[config.mk]
export PLATFORM = sky130hd
export DESIGN_NAME = blrc_top
export DESIGN_NICKNAME = d
export VERILOG_FILES = /design/src/hw/blrc_pkg.sv /design/src/hw/blrc_top.sv
export SDC_FILE = /design/constraint.sdc
export NUM_CORES = 1
export LEC_CHECK = 0
export BUFFER_PORTS_ARGS = -buffer_cell sky130_fd_sc_hd__buf_2
export CAP_MARGIN = 20
export CORE_MARGIN = 2
export CORE_UTILIZATION = 55
export DETAILED_ROUTE_END_ITERATION = 7
export GPL_ROUTABILITY_DRIVEN = 0
export GPL_TIMING_DRIVEN = 0
export PLACE_DENSITY = 0.82
export SYNTH_ARGS = -nofsm -noshare
export SYNTH_HDL_FRONTEND = slang
export SYNTH_SLANG_ARGS = --single-unit
export TNS_END_PERCENT = 100
[constraint.sdc]
create_clock -name clk -period 4.8 [get_ports clk]
set_input_delay 0.48 -clock clk [delete_from_list [all_inputs] [get_ports clk]]
set_output_delay 0.48 -clock clk [all_outputs]
set_load 0.05 [all_outputs]
[src/hw/blrc_pkg.sv]
// package: register map, field layout and reset values of the boost and regulator-one control bank
package blrc_pkg;
	// ==============================================
	// register indices, byte address is four times the index
	localparam logic [15:0] IDX_BOOST_CTRL  = 16'h4064;
	localparam logic [15:0] IDX_BOOST_SLEEP = 16'h4065;
	localparam logic [15:0] IDX_REG1_CTRL   = 16'h4068;
	localparam logic [15:0] IDX_SECURITY    = 16'h4070;
	localparam logic [15:0] IDX_AUX         = 16'h4071;
	localparam logic [15:0] IDX_IRQ_STATUS  = 16'h4072;
	localparam logic [15:0] IDX_IRQ_MASK    = 16'h4073;
	localparam logic [15:0] USER_KEY        = 16'h9c5e;
	// ==============================================
	// boost, sleep and regulator one register field positions
	localparam int F_ACT_LO  = 14;
	localparam int F_SRC_LO  = 11;
	localparam int F_RANGE   = 2;
	localparam int F_B_MODE  = 8;
	localparam int F_FB      = 0;
	localparam int F_SLPENA  = 8;
	localparam int F_VCHOICE = 10;
	localparam int F_R_MODE  = 8;
	localparam int F_FLOAT   = 7;
	localparam int F_SWITCH  = 6;
	localparam int F_LPLVL   = 0;
	// aux register fields
	localparam int F_B_EN    = 0;
	localparam int F_R_EN    = 1;
	localparam int F_ONMODE  = 2;
	localparam int F_ONV_LO  = 4;
	localparam int F_SLV_LO  = 9;
	// status and mask bits
	localparam int EV_BOOST  = 0;
	localparam int EV_REG1   = 1;
	// ==============================================
	// codes and reset values
	localparam logic [1:0] ACT_IGNORE   = 2'h0;
	localparam logic [1:0] ACT_SHUTDOWN = 2'h1;
	localparam logic [1:0] ACT_RESET    = 2'h2;
	localparam logic [1:0] RANGE_RSVD   = 2'h3;
	localparam logic [1:0] RMODE_OFF    = 2'h1;
	localparam logic [1:0] RMODE_ONSET  = 2'h3;
	localparam logic [1:0] RST_RANGE    = 2'h1;
	localparam logic       RST_B_MODE   = 1'b1;
	localparam logic [1:0] RST_R_MODE   = 2'h2;
endpackage

[src/hw/blrc_top.sv]
// module: boost converter and regulator-one control bank behind an ahb-lite slave
//
// Our own choice: register access over AHB-Lite.
`timescale 1ns/1ps

module blrc_top (
	input  wire logic        clk,
	input  wire logic        rst_b,
	input  wire logic        hsel,
	input  wire logic [31:0] haddr,
	input  wire logic [1:0]  htrans,
	input  wire logic        hwrite,
	input  wire logic [2:0]  hsize,
	input  wire logic [31:0] hwdata,
	input  wire logic        hready,
	output logic      [31:0] hrdata,
	output logic             hreadyout,
	output logic             hresp,
	input  wire logic        hw_ctrl_one,
	input  wire logic        hw_ctrl_two,
	input  wire logic        sleep_state,
	input  wire logic        boost_undervolt,
	input  wire logic        reg1_undervolt,
	output logic             boost_on,
	output logic             boost_feedback_sink_two,
	output logic      [1:0]  boost_range,
	output logic             reg1_on,
	output logic             reg1_low_power,
	output logic      [4:0]  reg1_vsel,
	output logic             reg1_discharge,
	output logic             reg1_switch_mode,
	output logic             reg1_low_power_20ma,
	output logic             device_reset_req,
	output logic             irq
);
	// ==============================================
	// helpers
	function automatic logic [31:0] byte_addr(input logic [15:0] idx);
		byte_addr = {14'h0000, idx, 2'h0};
	endfunction
	function automatic logic src_active(input logic [1:0] src, input logic one, input logic two);
		src_active = (src[0] & one) | (src[1] & two);
	endfunction
	// ==============================================
	// pin synchronisers with agreement filter
	logic [4:0] pin_raw;
	logic [4:0] s1_q;
	logic [4:0] s2_q;
	logic [4:0] s3_q;
	logic [4:0] pin_q;
	logic [4:0] pin_prev_q;
	assign pin_raw = {reg1_undervolt, boost_undervolt, sleep_state, hw_ctrl_two, hw_ctrl_one};
	always_ff @(posedge clk or negedge rst_b) begin
		if (!rst_b) begin
			s1_q       <= 5'h00;
			s2_q       <= 5'h00;
			s3_q       <= 5'h00;
			pin_q      <= 5'h00;
			pin_prev_q <= 5'h00;
		end else begin
			s1_q       <= pin_raw;
			s2_q       <= s1_q;
			s3_q       <= s2_q;
			pin_q      <= (s2_q & s3_q) | (pin_q & (s2_q ^ s3_q));
			pin_prev_q <= pin_q;
		end
	end
	logic hw_one;
	logic hw_two;
	logic in_sleep;
	logic boost_uv_rise;
	logic reg1_uv_rise;
	assign hw_one        = pin_q[0];
	assign hw_two        = pin_q[1];
	assign in_sleep      = pin_q[2];
	assign boost_uv_rise = pin_q[3] & ~pin_prev_q[3];
	assign reg1_uv_rise  = pin_q[4] & ~pin_prev_q[4];
	// ==============================================
	// ahb-lite slave: writes zero-wait, reads one wait state
	logic [31:0] addr_q;
	logic        wr_q;
	logic        rd_q;
	logic        accept;
	assign accept = hsel & htrans[1] & hready;
	always_ff @(posedge clk or negedge rst_b) begin
		if (!rst_b) begin
			addr_q    <= 32'h0000_0000;
			wr_q      <= 1'b0;
			rd_q      <= 1'b0;
			hreadyout <= 1'b1;
			hresp     <= 1'b0;
		end else begin
			if (accept) begin
				addr_q <= haddr;
			end
			wr_q      <= accept & hwrite;
			rd_q      <= accept & ~hwrite;
			hreadyout <= ~(accept & ~hwrite);
			hresp     <= 1'b0;
		end
	end
	logic wr_boost;
	logic wr_sleep;
	logic wr_reg1;
	logic wr_sec;
	logic wr_aux;
	logic wr_stat;
	logic wr_mask;
	assign wr_boost = wr_q & (addr_q == byte_addr(blrc_pkg::IDX_BOOST_CTRL));
	assign wr_sleep = wr_q & (addr_q == byte_addr(blrc_pkg::IDX_BOOST_SLEEP));
	assign wr_reg1  = wr_q & (addr_q == byte_addr(blrc_pkg::IDX_REG1_CTRL));
	assign wr_sec   = wr_q & (addr_q == byte_addr(blrc_pkg::IDX_SECURITY));
	assign wr_aux   = wr_q & (addr_q == byte_addr(blrc_pkg::IDX_AUX));
	assign wr_stat  = wr_q & (addr_q == byte_addr(blrc_pkg::IDX_IRQ_STATUS));
	assign wr_mask  = wr_q & (addr_q == byte_addr(blrc_pkg::IDX_IRQ_MASK));
	// ==============================================
	// boost control fields
	logic [1:0] boost_fault_action_q;
	logic [1:0] boost_hw_ctrl_source_q;
	logic       boost_hw_ctrl_mode_q;
	logic [1:0] boost_output_range_q;
	logic       boost_feedback_select_q;
	logic       boost_sleep_enable_q;
	logic       unlocked_q;
	always_ff @(posedge clk or negedge rst_b) begin
		if (!rst_b) begin
			boost_fault_action_q    <= blrc_pkg::ACT_IGNORE;
			boost_hw_ctrl_source_q  <= 2'h0;
			boost_hw_ctrl_mode_q    <= blrc_pkg::RST_B_MODE;
			boost_output_range_q    <= blrc_pkg::RST_RANGE;
			boost_feedback_select_q <= 1'b0;
		end else if (wr_boost) begin
			boost_fault_action_q    <= hwdata[blrc_pkg::F_ACT_LO +: 2];
			boost_hw_ctrl_source_q  <= hwdata[blrc_pkg::F_SRC_LO +: 2];
			boost_hw_ctrl_mode_q    <= hwdata[blrc_pkg::F_B_MODE];
			boost_feedback_select_q <= hwdata[blrc_pkg::F_FB];
			if (unlocked_q && hwdata[blrc_pkg::F_RANGE +: 2] != blrc_pkg::RANGE_RSVD) begin
				boost_output_range_q <= hwdata[blrc_pkg::F_RANGE +: 2];
			end
		end
	end
	// unlock holds until the next boost control write or a security write without the key
	always_ff @(posedge clk or negedge rst_b) begin
		if (!rst_b) begin
			unlocked_q <= 1'b0;
		end else if (wr_sec) begin
			unlocked_q <= (hwdata[15:0] == blrc_pkg::USER_KEY);
		end else if (wr_boost) begin
			unlocked_q <= 1'b0;
		end
	end
	always_ff @(posedge clk or negedge rst_b) begin
		if (!rst_b) begin
			boost_sleep_enable_q <= 1'b0;
		end else if (wr_sleep) begin
			boost_sleep_enable_q <= hwdata[blrc_pkg::F_SLPENA];
		end
	end
	// ==============================================
	// regulator one control fields
	logic [1:0] reg1_fault_action_q;
	logic [1:0] reg1_hw_ctrl_source_q;
	logic       reg1_hw_voltage_choice_q;
	logic [1:0] reg1_hw_ctrl_mode_q;
	logic       reg1_output_float_q;
	logic       reg1_switch_select_q;
	logic       reg1_low_power_level_q;
	always_ff @(posedge clk or negedge rst_b) begin
		if (!rst_b) begin
			reg1_fault_action_q      <= blrc_pkg::ACT_IGNORE;
			reg1_hw_ctrl_source_q    <= 2'h0;
			reg1_hw_voltage_choice_q <= 1'b0;
			reg1_hw_ctrl_mode_q      <= blrc_pkg::RST_R_MODE;
			reg1_output_float_q      <= 1'b0;
			reg1_switch_select_q     <= 1'b0;
			reg1_low_power_level_q   <= 1'b0;
		end else if (wr_reg1) begin
			reg1_fault_action_q      <= hwdata[blrc_pkg::F_ACT_LO +: 2];
			reg1_hw_ctrl_source_q    <= hwdata[blrc_pkg::F_SRC_LO +: 2];
			reg1_hw_voltage_choice_q <= hwdata[blrc_pkg::F_VCHOICE];
			reg1_hw_ctrl_mode_q      <= hwdata[blrc_pkg::F_R_MODE +: 2];
			reg1_output_float_q      <= hwdata[blrc_pkg::F_FLOAT];
			reg1_switch_select_q     <= hwdata[blrc_pkg::F_SWITCH];
			reg1_low_power_level_q   <= hwdata[blrc_pkg::F_LPLVL];
		end
	end
	// ==============================================
	// enables, on-state and sleep voltage settings
	logic       boost_enable_bit_q;
	logic       reg1_enable_q;
	logic       reg1_on_op_mode_q;
	logic [4:0] reg1_on_voltage_q;
	logic [4:0] reg1_sleep_voltage_q;
	always_ff @(posedge clk or negedge rst_b) begin
		if (!rst_b) begin
			boost_enable_bit_q   <= 1'b0;
			reg1_enable_q        <= 1'b0;
			reg1_on_op_mode_q    <= 1'b0;
			reg1_on_voltage_q    <= 5'h00;
			reg1_sleep_voltage_q <= 5'h00;
		end else if (wr_aux) begin
			boost_enable_bit_q   <= hwdata[blrc_pkg::F_B_EN];
			reg1_enable_q        <= hwdata[blrc_pkg::F_R_EN];
			reg1_on_op_mode_q    <= hwdata[blrc_pkg::F_ONMODE];
			reg1_on_voltage_q    <= hwdata[blrc_pkg::F_ONV_LO +: 5];
			reg1_sleep_voltage_q <= hwdata[blrc_pkg::F_SLV_LO +: 5];
		end
	end
	// ==============================================
	// fault actions; shutdown latches clear when the enable is dropped
	logic boost_shut_q;
	logic reg1_shut_q;
	always_ff @(posedge clk or negedge rst_b) begin
		if (!rst_b) begin
			boost_shut_q <= 1'b0;
		end else if (boost_uv_rise && boost_fault_action_q == blrc_pkg::ACT_SHUTDOWN) begin
			boost_shut_q <= 1'b1;
		end else if (!boost_enable_bit_q) begin
			boost_shut_q <= 1'b0;
		end
	end
	always_ff @(posedge clk or negedge rst_b) begin
		if (!rst_b) begin
			reg1_shut_q <= 1'b0;
		end else if (reg1_uv_rise && reg1_fault_action_q == blrc_pkg::ACT_SHUTDOWN) begin
			reg1_shut_q <= 1'b1;
		end else if (!reg1_enable_q) begin
			reg1_shut_q <= 1'b0;
		end
	end
	// reserved action code 11 falls through as ignore
	always_ff @(posedge clk or negedge rst_b) begin
		if (!rst_b) begin
			device_reset_req <= 1'b0;
		end else begin
			device_reset_req <= (boost_uv_rise && boost_fault_action_q == blrc_pkg::ACT_RESET)
				|| (reg1_uv_rise && reg1_fault_action_q == blrc_pkg::ACT_RESET);
		end
	end
	// ==============================================
	// interrupt status, mask, line
	logic [1:0] status_q;
	logic [1:0] mask_q;
	logic [1:0] events;
	assign events = {reg1_uv_rise, boost_uv_rise};
	// set wins over write-one-to-clear
	always_ff @(posedge clk or negedge rst_b) begin
		if (!rst_b) begin
			status_q <= 2'h0;
		end else begin
			status_q <= (status_q & ~(wr_stat ? hwdata[1:0] : 2'h0)) | events;
		end
	end
	always_ff @(posedge clk or negedge rst_b) begin
		if (!rst_b) begin
			mask_q <= 2'h0;
		end else if (wr_mask) begin
			mask_q <= hwdata[1:0];
		end
	end
	always_ff @(posedge clk or negedge rst_b) begin
		if (!rst_b) begin
			irq <= 1'b0;
		end else begin
			irq <= |(status_q & mask_q);
		end
	end
	// ==============================================
	// converter and regulator control outputs
	logic boost_hw;
	logic reg1_hw;
	assign boost_hw = src_active(boost_hw_ctrl_source_q, hw_one, hw_two);
	assign reg1_hw  = src_active(reg1_hw_ctrl_source_q, hw_one, hw_two);
	logic reg1_on_d;
	assign reg1_on_d = reg1_enable_q & ~reg1_shut_q & ~(reg1_hw & (reg1_hw_ctrl_mode_q == blrc_pkg::RMODE_OFF));
	always_ff @(posedge clk or negedge rst_b) begin
		if (!rst_b) begin
			boost_on                <= 1'b0;
			boost_feedback_sink_two <= 1'b0;
			boost_range             <= blrc_pkg::RST_RANGE;
		end else begin
			boost_on <= boost_enable_bit_q & ~boost_shut_q
				& ~(boost_hw_ctrl_mode_q & boost_hw)
				& ~(in_sleep & ~boost_sleep_enable_q);
			boost_feedback_sink_two <= boost_feedback_select_q;
			boost_range             <= boost_output_range_q;
		end
	end
	always_ff @(posedge clk or negedge rst_b) begin
		if (!rst_b) begin
			reg1_on             <= 1'b0;
			reg1_low_power      <= 1'b1;
			reg1_vsel           <= 5'h00;
			reg1_discharge      <= 1'b1;
			reg1_switch_mode    <= 1'b0;
			reg1_low_power_20ma <= 1'b0;
		end else begin
			reg1_on <= reg1_on_d;
			if (reg1_hw) begin
				reg1_low_power <= (reg1_hw_ctrl_mode_q != blrc_pkg::RMODE_ONSET) | reg1_on_op_mode_q;
				reg1_vsel      <= reg1_hw_voltage_choice_q ? reg1_sleep_voltage_q : reg1_on_voltage_q;
			end else begin
				reg1_low_power <= reg1_on_op_mode_q;
				reg1_vsel      <= reg1_on_voltage_q;
			end
			reg1_discharge      <= ~reg1_on_d & ~reg1_output_float_q;
			reg1_switch_mode    <= reg1_switch_select_q;
			reg1_low_power_20ma <= reg1_low_power_level_q;
		end
	end
	// ==============================================
	// read data, loaded during the wait state
	logic [31:0] rd_mux;
	always_comb begin
		rd_mux = 32'h0000_0000;
		if (addr_q == byte_addr(blrc_pkg::IDX_BOOST_CTRL)) begin
			rd_mux[blrc_pkg::F_ACT_LO +: 2] = boost_fault_action_q;
			rd_mux[blrc_pkg::F_SRC_LO +: 2] = boost_hw_ctrl_source_q;
			rd_mux[blrc_pkg::F_B_MODE]      = boost_hw_ctrl_mode_q;
			rd_mux[blrc_pkg::F_RANGE +: 2]  = boost_output_range_q;
			rd_mux[blrc_pkg::F_FB]          = boost_feedback_select_q;
		end else if (addr_q == byte_addr(blrc_pkg::IDX_BOOST_SLEEP)) begin
			rd_mux[blrc_pkg::F_SLPENA] = boost_sleep_enable_q;
		end else if (addr_q == byte_addr(blrc_pkg::IDX_REG1_CTRL)) begin
			rd_mux[blrc_pkg::F_ACT_LO +: 2] = reg1_fault_action_q;
			rd_mux[blrc_pkg::F_SRC_LO +: 2] = reg1_hw_ctrl_source_q;
			rd_mux[blrc_pkg::F_VCHOICE]     = reg1_hw_voltage_choice_q;
			rd_mux[blrc_pkg::F_R_MODE +: 2] = reg1_hw_ctrl_mode_q;
			rd_mux[blrc_pkg::F_FLOAT]       = reg1_output_float_q;
			rd_mux[blrc_pkg::F_SWITCH]      = reg1_switch_select_q;
			rd_mux[blrc_pkg::F_LPLVL]       = reg1_low_power_level_q;
		end else if (addr_q == byte_addr(blrc_pkg::IDX_SECURITY)) begin
			rd_mux[0] = unlocked_q;
		end else if (addr_q == byte_addr(blrc_pkg::IDX_AUX)) begin
			rd_mux[blrc_pkg::F_B_EN]         = boost_enable_bit_q;
			rd_mux[blrc_pkg::F_R_EN]         = reg1_enable_q;
			rd_mux[blrc_pkg::F_ONMODE]       = reg1_on_op_mode_q;
			rd_mux[blrc_pkg::F_ONV_LO +: 5]  = reg1_on_voltage_q;
			rd_mux[blrc_pkg::F_SLV_LO +: 5]  = reg1_sleep_voltage_q;
		end else if (addr_q == byte_addr(blrc_pkg::IDX_IRQ_STATUS)) begin
			rd_mux[1:0] = status_q;
		end else if (addr_q == byte_addr(blrc_pkg::IDX_IRQ_MASK)) begin
			rd_mux[1:0] = mask_q;
		end
	end
	always_ff @(posedge clk or negedge rst_b) begin
		if (!rst_b) begin
			hrdata <= 32'h0000_0000;
		end else if (rd_q) begin
			hrdata <= rd_mux;
		end
	end
endmodule
* After elaboration in Yosys (flattened, before gate mapping)
Cells that the tools add are included.
Widths: inputs -> output; s select.
** Word-level totals
- Latch bits :: 0
- Memories kept :: 0
- Input bits :: 79
- Memory bits (writable) :: 0
- Output and inout port bits :: 50
- Flip-flop bits (word level) :: 131
- Memory bits (read-only) :: 0
** Cells by class
- Shift operators :: 0
- Multipliers :: 0
- Add/sub/neg operators :: 0
- Muxes and demuxes :: 38
- Equal/unequal tests :: 17
- Magnitude comparators :: 0
- Bitwise operators :: 49
- Divide/modulo/power cells :: 0
- Reductions and logical operators :: 9
** Operators by type and width (number)
- $eq 32x17->1 const B :: 7
- $and 1x1->1 :: 26
- $mux 2 :: 11
- $mux 10 :: 2
- $mux 1 :: 18
- $eq 16x16->1 const B :: 1
- $mux 7 :: 2
- $not 1->1 :: 12
- $and 5x5->5 :: 2
- $mux 5 :: 2
- $mux 4 :: 2
- $eq 2x1->1 const B :: 3
- $logic_and 1x1->1 :: 5
- $or 5x5->5 :: 1
- $xor 5x5->5 :: 1
- $and 2x2->2 :: 2
- $eq 2x2->1 const B :: 2
- $ne 2x1->1 const B :: 2
- $ne 2x2->1 const B :: 2
- $mux 3 :: 1
- $or 1x1->1 :: 3
- $not 2->2 :: 1
- $or 2x2->2 :: 1
- $reduce_and 2->1 :: 1
- 3 further kinds :: 3

* Longest topological paths before layout
Gate-level depths: netlist of the first run.
- Depth after elaboration :: 8
- Gate-level depth with buffers :: 6
- Depth with buffers taken out :: 5

* Least setup slack after synthesis of the first run
No wires, ideal clock.
- Path kind :: reg-to-reg
- Start :: register addr_q[17]
- End :: register boost_enable_bit_q
- Data required time :: 4.675 ns
- Slack :: 2.775 ns
- Cell stages (with the launch flop) :: 7
- Arrival :: 1.900 ns
- Buffers on the path :: 2
- Setup time :: 0.125 ns
- Path through :: dfrtp_1 > or4_1 > buf_2 > nor4_4 > nand2_2 > buf_6 > mux2_4
** Between the ends
- Word-level cells in the longest chain between the ends :: 2
** Ends and longest elaborated chain
- start, declared :: RTL line blrc_top.sv:80 : logic [31:0] addr_q;
- start signal, assigned :: RTL line blrc_top.sv:94 : addr_q <= haddr;
- $eq 32x17->1 :: RTL line blrc_top.sv:113 : assign wr_aux = wr_q & (addr_q == byte_addr(blrc_pkg::IDX_AUX));
- $and 1x1->1 :: RTL line blrc_top.sv:113
- end signal, assigned :: RTL line blrc_top.sv:202 : boost_enable_bit_q <= hwdata[blrc_pkg::F_B_EN];
- end, declared :: RTL line blrc_top.sv:189 : logic boost_enable_bit_q;
Every way passes these cells.
A chain may end at the register's enable or synchronous reset.

* Worst setup path after layout of the first run
- Start :: register addr_q[13]
- End :: register hrdata[8]
** Between the ends
- Word-level cells in the longest chain between the ends :: 6
- Elaborated cells between the ends (all ways) :: 10
** Ends and longest elaborated chain
- $eq 32x17->1 :: RTL line blrc_top.sv:334 : end else if (addr_q == byte_addr(blrc_pkg::IDX_AUX)) begin
- $mux 10 :: RTL line blrc_top.sv:334
- $mux 10 :: RTL line blrc_top.sv:332 : end else if (addr_q == byte_addr(blrc_pkg::IDX_SECURITY)) begin
- $mux 7 :: RTL line blrc_top.sv:324 : end else if (addr_q == byte_addr(blrc_pkg::IDX_REG1_CTRL)) begin
- $mux 1 :: RTL line blrc_top.sv:322 : end else if (addr_q == byte_addr(blrc_pkg::IDX_BOOST_SLEEP)) begin
- $mux 1 (*) :: RTL line blrc_top.sv:316 : if (addr_q == byte_addr(blrc_pkg::IDX_BOOST_CTRL)) begin
- end signal, assigned :: RTL line blrc_top.sv:350 : hrdata <= rd_mux;
- end, declared :: RTL line blrc_top.sv:16 : output logic [31:0] hrdata,
Mark *: on every way between the ends. The rest lies on a longest branch, timed or not.

==> key figures, run 1 <==
Detailed routing
  • Total via count in the routed design: 3730
  • Number of routed nets with antenna violations: 0
  • DR DRC count: 0
  • Detailed Routing Iterations Pass 1: 5
  • Initial DRC count: 220
  • Highest routed metal layer: met4
  • Final wirelength: 11.73 mm
  • Routed length on met2: 5.775 mm
  • Wire per inst: 17.37 um
  • Length of routed met3 wiring: ~930 um
  • Vias/cell: 5.526
  • Detailed-route wire length on metal 1: 4.702 mm

Layout
  • Area used by multi-input combinational logic: approximately 2000 sq um
  • Nets: 613
  • Total inserted antenna cells: 0
  • Number of filler cells placed in the layout: 714
  • Most common cell after layout, fill and taps aside: sky130_fd_sc_hd__dfrtp_1
  • Commonest non-fill, non-tap cells in the layout: sky130_fd_sc_hd__dfrtp_1 (121), sky130_fd_sc_hd__buf_2 (92), sky130_fd_sc_hd__mux2_2 (60)
  • Sequential Area: 3212 sq um
  • Area growth from synthesis to layout: 25.38%
  • Share of post-route cells with drive strength above 1: 42.62%

Global routing
  • Antenna violations before repair: 0
  • Global-route wire length before repair: 18.73 mm
  • Combined global-route utilization of all metal layers: about a quarter
  • Number of global-route vias before repair: 3671
  • Pin count of the biggest net entering global routing: 79
  • Congestion Overflow GR: 0

Yosys
  • Async set or reset register ratio after synthesis: 100.0%
  • Count of distinct cell types in the synthesized netlist: 54
  • Number of instances in the synthesized netlist: 401
  • Most area-hungry cell type in the Yosys netlist: sky130_fd_sc_hd__dfrtp_1
  • Primary FF master, synth: sky130_fd_sc_hd__dfrtp_1
  • Top cells by area in the synthesized netlist: sky130_fd_sc_hd__dfrtp_1 (56%), sky130_fd_sc_hd__mux2_2 (13%), sky130_fd_sc_hd__dfstp_2 (3.4%)
  • Avg Synthesized Cell Area: ~13 sq um
  • Yosys Warn Count: 0
  • Post-synth top area share: 56.25%
  • Synthesized flop and latch total: 128
  • Post-synth EDFFs: 0
  • Sequential cell area fraction in the yosys report: 59.67%
  • Post-Syn Area: 5383 sq um

Clocking
  • Number of buffers inserted to repair setup after CTS: 0
  • Clock buffers created by TritonCTS: 17
  • Buffer cell driving the clock tree root: sky130_fd_sc_hd__clkbuf_8
  • Clock insertion delay at the later pin of the skew report: 0.51 ns
  • Max Buffers Root-to-Sink: 2
  • Clock-pin slew of the registers on the worst-case setup and hold paths: about 0.060 ns
  • Clock H-tree levels: 4
  • Clock tree from TritonCTS: done
  • Num Clock Sinks: 128

Floorplanning
  • Initial Utilization: 55.84%
  • Height of the chip: 102.9 um
  • X dimension of the die: between 100 and 150 um
  • Full die area: roughly 11000 sq um
  • Area of the core: 9639 sq um
  • Cell row count: 36
  • Io pins: 129

Power
  • Power density of the placed cells: about 430 nW/um^2
  • Net switching share of the total power: 24.40%
  • Internal: 2.215 mW
  • Part of the power in registers: 42.3%
  • Net switching power: 0.7149 mW
  • Pleak: about 3.2 nW
  • Total Power: 2.930 mW
  • Combinational group share of total power: 10.7%
  • Clock power share: 47.0%
  • Maximum VDD drop: 0.0002651 V

Timing
  • Final min period: 2.603 ns
  • Relative max-transition margin: 40.43%
  • Worst Clk Skew: 0.009035 ns
  • Worst-margin pin slew: around 0.9 ns
  • Hold Vio Cnt, Final: 0
  • RSZ-0062 raised after global routing: false
  • Setup TNS Final: 0 ns
  • Number of setup violations in the final report: 0
  • Number of slew-limit violations in the final report: 0
  • Final Cycle Share: 54.22%
  • Fmax: 384.2 MHz

Setup path
  • Cell with the biggest individual delay on the critical path: sky130_fd_sc_hd__nor4b_2
  • Critical Path RT: 5.24 ns
  • Worst Setup End Kind: flop
  • Maximum cell stage delay along the critical path: 0.78 ns
  • Class of the most critical setup path: flop to flop
  • Data arrival time at the worst-slack endpoint: 3.04 ns
  • Cell Chain, Critical Path: nor4_2, and4b_1, nor4b_2, a21boi_0, a21oi_1
  • Critical-path maximum fanout: 5
  • Kind of start point of the critical path: flop

Run
  • Max-capacitance violation count: 0

Place
  • Number of buffers added on ports: 91
  • Placed wire-length estimate: 8.097 mm

Run status
  • Outcome: finished clean

Min path
  • Hold Crit Class: input pin to flop
[metrics by stage]
| stage | instance area, sq um | hold slack, ns | utilization, % | setup WS, ns | cells |
|---|---|---|---|---|---|
| final | 6749 | 0.07013 | 70.02 | 2.197 | 675 |
| after global routing | 6749 | 0.05291 | 70.02 | 2.081 | 675 |
| after CTS | 6749 | 0.05535 | 70.02 | 2.306 | 675 |
| after detailed placement | 6098 | 0.3355 | 63.27 | 2.368 | 642 |
| after global placement | 6065 | 0.3322 | 62.92 | 1.773 | 641 |
| after floorplan | 5443 | 0.1844 | - | 2.775 | 417 |
[flip-flops by register name, indices dropped and copies added (netlist names), 2 cells and up]
| register | count |
|---|---|
| reg1_hw_ctrl_source_q | 2 |
| reg1_on_voltage_q | 5 |
| hrdata | 16 |
| status_q | 2 |
| s1_q | 5 |
| s2_q | 5 |
| reg1_vsel | 5 |
| mask_q | 2 |
| pin_prev_q | 2 |
| boost_output_range_q | 2 |
| s3_q | 5 |
| pin_q | 5 |
| boost_hw_ctrl_source_q | 2 |
| reg1_sleep_voltage_q | 5 |
| reg1_fault_action_q | 2 |
| addr_q | 32 |
| boost_range | 2 |
| boost_fault_action_q | 2 |
| reg1_hw_ctrl_mode_q | 2 |
[per-layer routing]
metal | vias up | GRT usage [%]
met1 | 1816 | 30.99
met4 | 0 | 11.34
met2 | 188 | 36.61
li1 | 1688 | -
met5 | - | 0
met3 | 38 | 6.847
[Yosys cell counts, types with 3 or more instances]
library cell and n:
sky130_fd_sc_hd__a21o_1 6, sky130_fd_sc_hd__and4b_1 4, sky130_fd_sc_hd__o21ai_0 7, sky130_fd_sc_hd__inv_1 23
sky130_fd_sc_hd__mux2_4 10, sky130_fd_sc_hd__nand2b_1 7, sky130_fd_sc_hd__nor4_2 3, sky130_fd_sc_hd__o22ai_1 7
sky130_fd_sc_hd__nor3_1 3, sky130_fd_sc_hd__nor3b_1 3, sky130_fd_sc_hd__nand4_1 11, sky130_fd_sc_hd__buf_4 17
sky130_fd_sc_hd__a22oi_1 6, sky130_fd_sc_hd__mux2_2 60, sky130_fd_sc_hd__and4_1 3, sky130_fd_sc_hd__nor2_1 10
sky130_fd_sc_hd__dfstp_2 7, sky130_fd_sc_hd__nor2b_1 6, sky130_fd_sc_hd__dfrtp_1 121, sky130_fd_sc_hd__ha_1 5
sky130_fd_sc_hd__nand3_1 15, sky130_fd_sc_hd__clkbuf_1 8, sky130_fd_sc_hd__nand2_1 8, sky130_fd_sc_hd__a21oi_1 4
sky130_fd_sc_hd__nor4_1 3, sky130_fd_sc_hd__a22o_1 6
[layout make-up]
cell class	count	share of cell area [%]
timing repair buffer	93	7.397
inverter	23	1.279
clock buffer	19	6.396
sequential	128	47.59
clock inverter	13	3.096
tap	133	2.466
multi-input combinational	238	29.13
buffer	28	2.651
[final timing paths]
path,startpoint,endpoint,slack (ns),depth (start not counted)
hold / removal,hw_ctrl_two,s1_q[1],0.07,1
setup / recovery,addr_q[13],hrdata[8],2.20,5
setup reg to reg,addr_q[13],hrdata[8],2.20,5
max in group asynchronous,rst_b,hreadyout,3.58,3
hold reg to reg,s1_q[0],s2_q[0],0.35,0
min in group asynchronous,rst_b,reg1_vsel[4],0.47,2
[critical path, delay by kind of cell (launching register included)]
family	cells	cell delay [ns]
simple gates	3	1.73
flops	1	0.39
compound gates	2	0.41
[cell families (layout without fill, tap and decap cells)]
family / count (synthesis) / in the layout / share of synthesized area, %
AO/OA/AOI/OAI: 49 / 49 / 6.439
adder cells (fa/ha/maj): 5 / 5 / 1.162
multiplexers: 71 / 71 / 15.53
other: 1 / 17 / 0.06967
buffers and inverters: 51 / 176 / 4.928
AND/OR/NAND/NOR: 96 / 96 / 12.20
flip-flops: 128 / 128 / 59.67
[what timing repair did]
item                       CTS  global route
gates resized for setup      0             0
hold endpoints to repair    49             0
hold buffers                 1             0
setup endpoints to repair    0             0
[power groups by stage]
stage               clock, mW  combinational (mW)  sequential [mW]
floorplan                   0               0.179             1.28
global placement            0               0.298             1.25
detailed placement          0               0.312             1.26
CTS                      1.39               0.315             1.24
global route             1.44               0.341             1.25
finish                   1.38               0.313             1.24
No activity file was read; power rests on OpenSTA's default activity.
==> run 2, diff against run 1 <==
--- a/config.mk
+++ b/config.mk
@@ -8,11 +8,11 @@
 export BUFFER_PORTS_ARGS = -buffer_cell sky130_fd_sc_hd__buf_2
 export CAP_MARGIN = 20
 export CORE_MARGIN = 2
-export CORE_UTILIZATION = 55
+export CORE_UTILIZATION = 48
 export DETAILED_ROUTE_END_ITERATION = 7
 export GPL_ROUTABILITY_DRIVEN = 0
 export GPL_TIMING_DRIVEN = 0
-export PLACE_DENSITY = 0.82
+export PLACE_DENSITY = 0.76
 export SYNTH_ARGS = -nofsm -noshare
 export SYNTH_HDL_FRONTEND = slang
 export SYNTH_SLANG_ARGS = --single-unit
==> constraint.sdc (replaced) <==
create_clock -name clk -period 2.1 [get_ports clk]
set_input_delay 0.21 -clock clk [delete_from_list [all_inputs] [get_ports clk]]
set_output_delay 0.21 -clock clk [all_outputs]
set_load 0.05 [all_outputs]
==> run 2 against run 1 <==
Effect of this change: via count rose by 6.0%; core utilization fell by 1.4 points; combinational power rose to 2.7 times the previous value; largest power group unchanged; critical endpoint is now reg1_sleep_voltage_q[1]; first-iteration DRC count rose by 16%; clock skew rose by 0.0015 ns; worst hold slack got worse by 0.039 ns; maximum frequency rose by 24%; critical path type unchanged; register-to-register slack got worse by 2.2 ns; sequential share of layout area fell by 4.6 points; clock power rose by 120%; flip-flop and latch count did not move; final cell count rose by 11%; highest routed layer unchanged.
==> key figures, run 2 (same netlist as run 1, synthesis figures left out) <==
Run status
  • Outcome: finished clean (unchanged)

Timing
  • Fmax: 476.7 MHz (was 384.2 MHz)
  • Relative max-transition margin: 55.26% (was 40.43%)
  • Worst-margin pin slew: 0.6712 ns (was 0.8912 ns)
  • Number of setup violations in the final report: 0 (unchanged)
  • Final Cycle Share: 99.88% (was 54.22%)
  • Number of slew-limit violations in the final report: 0 (unchanged)
  • Final min period: 2.098 ns (was 2.603 ns)
  • Hold Vio Cnt, Final: 0 (unchanged)
  • Worst Clk Skew: 0.01056 ns (was 0.009035 ns)
  • RSZ-0062 raised after global routing: true (was false)

Setup path
  • Critical R2R Launch: addr_q[17] (was addr_q[13])
  • Cell with the biggest individual delay on the critical path: sky130_fd_sc_hd__or4_4 (was sky130_fd_sc_hd__nor4b_2)
  • Number of buffer and inverter instances along the worst setup path: 2 (was 0)
  • Critical-path maximum fanout: 10 (was 5)
  • Critical Path RT: 2.50 ns (was 5.24 ns)
  • Critical Path Stages: 6 (was 5)
  • Worst Setup End Kind: flop (unchanged)
  • Worst reg-to-reg setup slack: 0.002 ns (was 2.20 ns)
  • Crit path capture: reg1_sleep_voltage_q[1] (was hrdata[8])
  • Terminus of the critical flop-to-flop path: reg1_sleep_voltage_q[1] (was hrdata[8])
  • Critical path origin: addr_q[17] (was addr_q[13])
  • Kind of start point of the critical path: flop (unchanged)
  • Length in cells of the worst reg-to-reg path: 6 (was 5)
  • Class of the most critical setup path: flop to flop (unchanged)
  • Data arrival time at the worst-slack endpoint: 2.50 ns (was 3.04 ns)
  • Maximum cell stage delay along the critical path: 0.54 ns (was 0.78 ns)
  • Largest delay contributor family on the critical path: simple AND/OR/NAND/NOR gates (unchanged)
  • Cell Chain, Critical Path: or4_4, buf_6, nor4_4, nand2_2, buf_8, mux2_4 (was nor4_2, and4b_1, nor4b_2, a21boi_0, a21oi_1)

Layout
  • Cell area after layout: 7467 sq um (was 6749 sq um)
  • Max FFs per register: 32 (unchanged)
  • Total inserted antenna cells: 0 (unchanged)
  • Share of post-route cells with drive strength above 1: 41.85% (was 42.62%)
  • Number of filler cells placed in the layout: 757 (was 714)
  • Registers with the most flip-flops: addr_q (32), hrdata (16) (unchanged)
  • Post-Route Utilization: 68.58% (was 70.02%)
  • Commonest non-fill, non-tap cells in the layout: sky130_fd_sc_hd__dfrtp_1 (121), sky130_fd_sc_hd__buf_2 (90), sky130_fd_sc_hd__mux2_2 (60) (was sky130_fd_sc_hd__dfrtp_1 (121), sky130_fd_sc_hd__buf_2 (92), sky130_fd_sc_hd__mux2_2 (60))
  • Area growth from synthesis to layout: 38.73% (was 25.38%)
  • Register name with the most flops: addr_q (unchanged)
  • Most common cell after layout, fill and taps aside: sky130_fd_sc_hd__dfrtp_1 (unchanged)
  • Nets: 678 (was 613)

Min path
  • Hold Crit Class: input pin to flop (unchanged)

Global routing
  • Combined global-route utilization of all metal layers: 22.86% (was 23.69%)
  • Pin count of the biggest net entering global routing: 95 (was 79)
  • Antenna violations before repair: 0 (unchanged)
  • Congestion Overflow GR: 0 (unchanged)
  • Number of global-route vias before repair: 4122 (was 3671)
  • Global-route wire length before repair: 20.60 mm (was 18.73 mm)

Floorplanning
  • Cell row count: 38 (was 36)
  • Full die area: 12080 sq um (was 10590 sq um)
  • Initial Utilization: 49.44% (was 55.84%)
  • Area of the core: 10890 sq um (was 9639 sq um)
  • X dimension of the die: 109.9 um (was 102.9 um)
  • Height of the chip: 109.9 um (was 102.9 um)
  • Io pins: 129 (unchanged)

Detailed routing
  • Detailed Routing Iterations Pass 1: 4 (was 5)
  • Number of routed nets with antenna violations: 0 (unchanged)
  • Wire per inst: 17.36 um (was 17.37 um)
  • Total via count in the routed design: 3955 (was 3730)
  • Final wirelength: 12.97 mm (was 11.73 mm)
  • Vias/cell: 5.295 (was 5.526)
  • Initial DRC count: 255 (was 220)
  • DR DRC count: 0 (unchanged)

Clocking
  • Buffer cell driving the clock tree root: sky130_fd_sc_hd__clkbuf_8 (unchanged)
  • Num Clock Sinks: 128 (unchanged)
  • Max Buffers Root-to-Sink: 2 (unchanged)
  • Clock H-tree levels: 4 (unchanged)
  • Clock tree from TritonCTS: done (unchanged)
  • Clock buffers created by TritonCTS: 17 (unchanged)
  • Clock-pin slew of the registers on the worst-case setup and hold paths: 0.06 ns (about the same)
  • Clock insertion delay at the later pin of the skew report: 0.52 ns (was 0.51 ns)

Place
  • Placed wire-length estimate: 8.391 mm (was 8.097 mm)
  • Cell area after placement: 6107 sq um (was 6098 sq um)
  • Number of buffers added on ports: 91 (unchanged)

Power
  • Maximum VDD drop: 0.0004879 V (was 0.0002651 V)
  • Pleak: 3.495 nW (was 3.158 nW)
  • Power density of the placed cells: 896.3 nW/um^2 (was 434.1 nW/um^2)

Run
  • Max-capacitance violation count: 0 (unchanged)
==> run 2: cell count changes in the layout (fill, tap and decap cells not counted), sizes merged <==
cell         change
clkbuf           -1
bufinv           -2
dlygate4sd3     +53
inv              +3
buf             +12
==> run 2: timing repair <==
item | in CTS | in global routing
hold buffers | 54 | 0
endpoints found under the setup margin | 49 | 46
buffers inserted | 5 | 7
pin swaps | 5 | 13
resized for setup | 10 | 17
endpoints found under the hold margin | 102 | 0
==> run 2: final cells by class <==
type	instances	area [sq um]	area share, %
flip-flops and latches	128	3212	43.01
well taps	140	175.2	2.346
multi-input cells	238	2063	27.63
clock inverters	14	178.9	2.396
repair buffers	158	1124	15.05
inverters	23	86.33	1.156
plain buffers	28	200.2	2.681
clock buffers	18	427.9	5.731
==> run 2: metrics by stage <==
stage	setup TNS, ns	std cells	hold WS, ns	power [mW]	setup WS [ns]
after floorplan	0	417	-0.08559	3.332	0.07524
after global routing	-1.213	747	0.01366	6.964	-0.07644
after CTS	-0.03645	740	0.01422	6.672	-0.01121
after detailed placement	-8.031	649	0.1250	3.591	-0.3436
final	0	747	0.03080	6.693	0.002461
after global placement	-92.15	648	0.3190	3.543	-0.7320
==> run 2: layer usage <==
layer | global-route usage (%) | vias to the layer above | routed length (um)
met5 | 0 | - | 0
met4 | 9.132 | 0 | 321
met3 | 6.046 | 31 | 838
met2 | 38.43 | 154 | 6579
met1 | 28.00 | 1965 | 5230
li1 | - | 1805 | -
==> run 2: worst reg2reg max path: stages (launching register included) <==
cell	delay, ns
sky130_fd_sc_hd__dfrtp_1	0.40
sky130_fd_sc_hd__or4_4	0.54
sky130_fd_sc_hd__buf_6	0.16
sky130_fd_sc_hd__nor4_4	0.30
sky130_fd_sc_hd__nand2_2	0.12
sky130_fd_sc_hd__buf_8	0.17
sky130_fd_sc_hd__mux2_4	0.30
==> run 2: worst min-delay path by stage <==
stage                               start                 endpoint  cells after the start
after floorplan                     rst_b                addr_q[0]                      0
after global placement    boost_undervolt                  s1_q[3]                      1
after detailed placement            rst_b                  s1_q[0]                      1
after CTS                      hwdata[12]  reg1_sleep_voltage_q[3]                      2
after global routing           hwdata[12]  reg1_sleep_voltage_q[3]                      2
final                          hwdata[12]  reg1_sleep_voltage_q[3]                      2
==> run 2: power by group <==
part           switching, mW  total, mW  internal [mW]
Combinational          0.440      0.834          0.394
Sequential             0.191       2.87           2.68
Clock                   1.13       2.99           1.86
==> run 3, diff against run 2 <==
--- a/config.mk
+++ b/config.mk
@@ -8,11 +8,11 @@
 export BUFFER_PORTS_ARGS = -buffer_cell sky130_fd_sc_hd__buf_2
 export CAP_MARGIN = 20
 export CORE_MARGIN = 2
-export CORE_UTILIZATION = 48
+export CORE_UTILIZATION = 53
 export DETAILED_ROUTE_END_ITERATION = 7
 export GPL_ROUTABILITY_DRIVEN = 0
 export GPL_TIMING_DRIVEN = 0
-export PLACE_DENSITY = 0.76
+export PLACE_DENSITY = 0.79
 export SYNTH_ARGS = -nofsm -noshare
 export SYNTH_HDL_FRONTEND = slang
 export SYNTH_SLANG_ARGS = --single-unit
==> constraint.sdc (replaced) <==
create_clock -name clk -period 2.4 [get_ports clk]
set_input_delay 0.24 -clock clk [delete_from_list [all_inputs] [get_ports clk]]
set_output_delay 0.24 -clock clk [all_outputs]
set_load 0.05 [all_outputs]
==> run 3 against run 2 <==
Effect of this change: flip-flop and latch count unchanged; worst hold slack lost 0.0029 ns; first-iteration DRC count increased by 3.1%; sequential power down 13%; clock-buffer cell count rose by 3; non-clock buffer count shrank 12; critical path type unchanged; critical endpoint is now reg1_on_voltage_q[1]; largest power group unchanged; highest routed layer unchanged.
==> key figures, run 3 (same netlist as run 1, synthesis figures left out) <==
Timing
  • Worst Clk Skew: 0.007383 ns (was 0.01056 ns)
  • Hold Vio Cnt, Final: 0 (unchanged)
  • Number of slew-limit violations in the final report: 0 (unchanged)
  • Final Cycle Share: 97.38% (was 99.88%)
  • RSZ-0062 raised after global routing: false (was true)
  • Setup TNS Final: 0 ns (unchanged)
  • Number of setup violations in the final report: 0 (unchanged)
  • Fmax: 427.9 MHz (was 476.7 MHz)
  • Final min period: 2.337 ns (was 2.098 ns)
  • Worst hold slack: 0.02787 ns (was 0.03080 ns)
  • Relative max-transition margin: 59.55% (was 55.26%)
  • Worst-margin pin slew: 0.6068 ns (was 0.6712 ns)

Power
  • Power density of the placed cells: 794.2 nW/um^2 (was 896.3 nW/um^2)
  • Maximum VDD drop: 0.0005055 V (was 0.0004879 V)
  • Total Power: 5.780 mW (was 6.693 mW)
  • Pleak: 3.374 nW (was 3.495 nW)

Setup path
  • Kind of start point of the critical path: flop (unchanged)
  • Terminus of the critical flop-to-flop path: reg1_on_voltage_q[1] (was reg1_sleep_voltage_q[1])
  • Length in cells of the worst reg-to-reg path: 6 (unchanged)
  • Data arrival time at the worst-slack endpoint: 2.74 ns (was 2.50 ns)
  • Class of the most critical setup path: flop to flop (unchanged)
  • Worst Setup End Kind: flop (unchanged)
  • Critical R2R Launch: addr_q[17] (unchanged)
  • Critical path origin: addr_q[17] (unchanged)
  • Critical Path RT: 2.80 ns (was 2.50 ns)
  • Critical-path maximum fanout: 10 (unchanged)
  • Worst reg-to-reg setup slack: 0.06 ns (was 0.002 ns)

Min path
  • Destination of the worst hold path: boost_output_range_q[0] (was reg1_sleep_voltage_q[3])
  • Hold path startpoint: hwdata[3] (was hwdata[12])
  • Hold path cells: 3 (was 2)
  • Hold Crit Class: input pin to flop (unchanged)

Detailed routing
  • DR DRC count: 0 (unchanged)
  • Initial DRC count: 263 (was 255)
  • Number of routed nets with antenna violations: 0 (unchanged)
  • Vias/cell: 5.444 (was 5.295)
  • Final wirelength: 13.24 mm (was 12.97 mm)
  • Total via count in the routed design: 3963 (was 3955)
  • Detailed Routing Iterations Pass 1: 5 (was 4)
  • Wire per inst: 18.19 um (was 17.36 um)

Clocking
  • Clock tree from TritonCTS: done (unchanged)
  • Num Clock Sinks: 128 (unchanged)
  • Clock insertion delay at the later pin of the skew report: 0.52 ns (about the same)
  • Clock buffers created by TritonCTS: 17 (unchanged)
  • Number of buffers inserted to repair setup after CTS: 0 (was 5)
  • Clock H-tree levels: 4 (unchanged)
  • Clock-pin slew of the registers on the worst-case setup and hold paths: 0.06 ns (about the same)
  • Max Buffers Root-to-Sink: 2 (unchanged)
  • Buffer cell driving the clock tree root: sky130_fd_sc_hd__clkbuf_8 (unchanged)

Run status
  • Outcome: finished clean (unchanged)

Layout
  • Area growth from synthesis to layout: 35.19% (was 38.73%)
  • Register name with the most flops: addr_q (unchanged)
  • Total inserted antenna cells: 0 (unchanged)
  • Number of filler cells placed in the layout: 664 (was 757)
  • Registers with the most flip-flops: addr_q (32), hrdata (16) (unchanged)
  • Most common cell after layout, fill and taps aside: sky130_fd_sc_hd__dfrtp_1 (unchanged)
  • Commonest non-fill, non-tap cells in the layout: sky130_fd_sc_hd__dfrtp_1 (121), sky130_fd_sc_hd__buf_2 (92), sky130_fd_sc_hd__mux2_2 (60) (was sky130_fd_sc_hd__dfrtp_1 (121), sky130_fd_sc_hd__buf_2 (90), sky130_fd_sc_hd__mux2_2 (60))
  • Nets: 666 (was 678)
  • Post-Route Utilization: 74.11% (was 68.58%)
  • Share of post-route cells with drive strength above 1: 38.82% (was 41.85%)
  • Max FFs per register: 32 (unchanged)

Floorplanning
  • X dimension of the die: 104.8 um (was 109.9 um)
  • Height of the chip: 104.8 um (was 109.9 um)
  • Initial Utilization: 54.82% (was 49.44%)
  • Full die area: 10980 sq um (was 12080 sq um)
  • Cell row count: 36 (was 38)
  • Area of the core: 9819 sq um (was 10890 sq um)
  • Io pins: 129 (unchanged)

Run
  • Max-capacitance violation count: 0 (unchanged)

Global routing
  • Number of global-route vias before repair: 4165 (was 4122)
  • Congestion Overflow GR: 0 (unchanged)
  • Pin count of the biggest net entering global routing: 88 (was 95)
  • Combined global-route utilization of all metal layers: 25.56% (was 22.86%)
  • Antenna violations before repair: 0 (unchanged)
  • Global-route wire length before repair: 21.42 mm (was 20.60 mm)

Place
  • Number of buffers added on ports: 91 (unchanged)
  • Placed wire-length estimate: 8.250 mm (was 8.391 mm)
-- run 3: worst max-delay path by stage --
stage               cells after the start  slack (ns)                 endpoint
global placement                        1       -0.43             reg1_vsel[1]
detailed placement                      5        0.04                hrdata[8]
floorplan                               6        0.38       boost_enable_bit_q
global route                            6        0.01  reg1_sleep_voltage_q[1]
CTS                                     6        0.03  reg1_sleep_voltage_q[1]
finish                                  6        0.06     reg1_on_voltage_q[1]
-- run 3: layout make-up --
type / count / area (sq um) / area share [%]
Buffer: 28 / 178.9 / 2.459
Inverter: 23 / 86.33 / 1.186
Clock inverter: 11 / 140.1 / 1.926
Tap cell: 133 / 166.4 / 2.287
Sequential cell: 128 / 3212 / 44.14
Timing Repair Buffer: 146 / 1030 / 14.15
Clock buffer: 21 / 449.2 / 6.173
Multi-Input combinational cell: 238 / 2014 / 27.68
-- run 3: repair_timing --
item | CTS | global route
hold buffers | 54 | 0
gates resized for setup | 0 | 6
hold endpoints to repair | 109 | 0
setup endpoints to repair | 0 | 22
-- run 3: where the power goes --
group	total [mW]	leakage (nW)	switching (mW)	internal [mW]
clock network	2.54	0.280	0.916	1.63
registers	2.51	1.53	0.165	2.35
logic	0.723	1.56	0.394	0.330
total	5.78	3.37	1.48	4.30
-- run 3: worst max-delay path, cell delays in order, from the launching register on --
cell and delay, ns:
sky130_fd_sc_hd__dfrtp_1 0.41, sky130_fd_sc_hd__or4_1 0.54, sky130_fd_sc_hd__buf_2 0.21, sky130_fd_sc_hd__nor4_4 0.40, sky130_fd_sc_hd__nand2_2 0.17, sky130_fd_sc_hd__buf_6 0.20, sky130_fd_sc_hd__mux2_4 0.30
-- run 3: per-stage QoR --
stage / cells / cell area [sq um] / setup WS [ns]
floorplan: 417 / 5443 / 0.3752
global placement: 641 / 6065 / -0.4347
detailed placement: 642 / 6098 / 0.04305
CTS: 728 / 7228 / 0.02828
global route: 728 / 7277 / 0.01413
finish: 728 / 7277 / 0.06289
-- run 3: routing by layer --
| layer | vias up | part of all wire [%] | track usage, % |
|---|---|---|---|
| met5 | - | 0 | 0 |
| met4 | 0 | 3.8 | 13.33 |
| met3 | 49 | 6.2 | 5.926 |
| met2 | 193 | 50 | 41.42 |
| met1 | 1928 | 40 | 32.08 |
| li1 | 1793 | - | - |
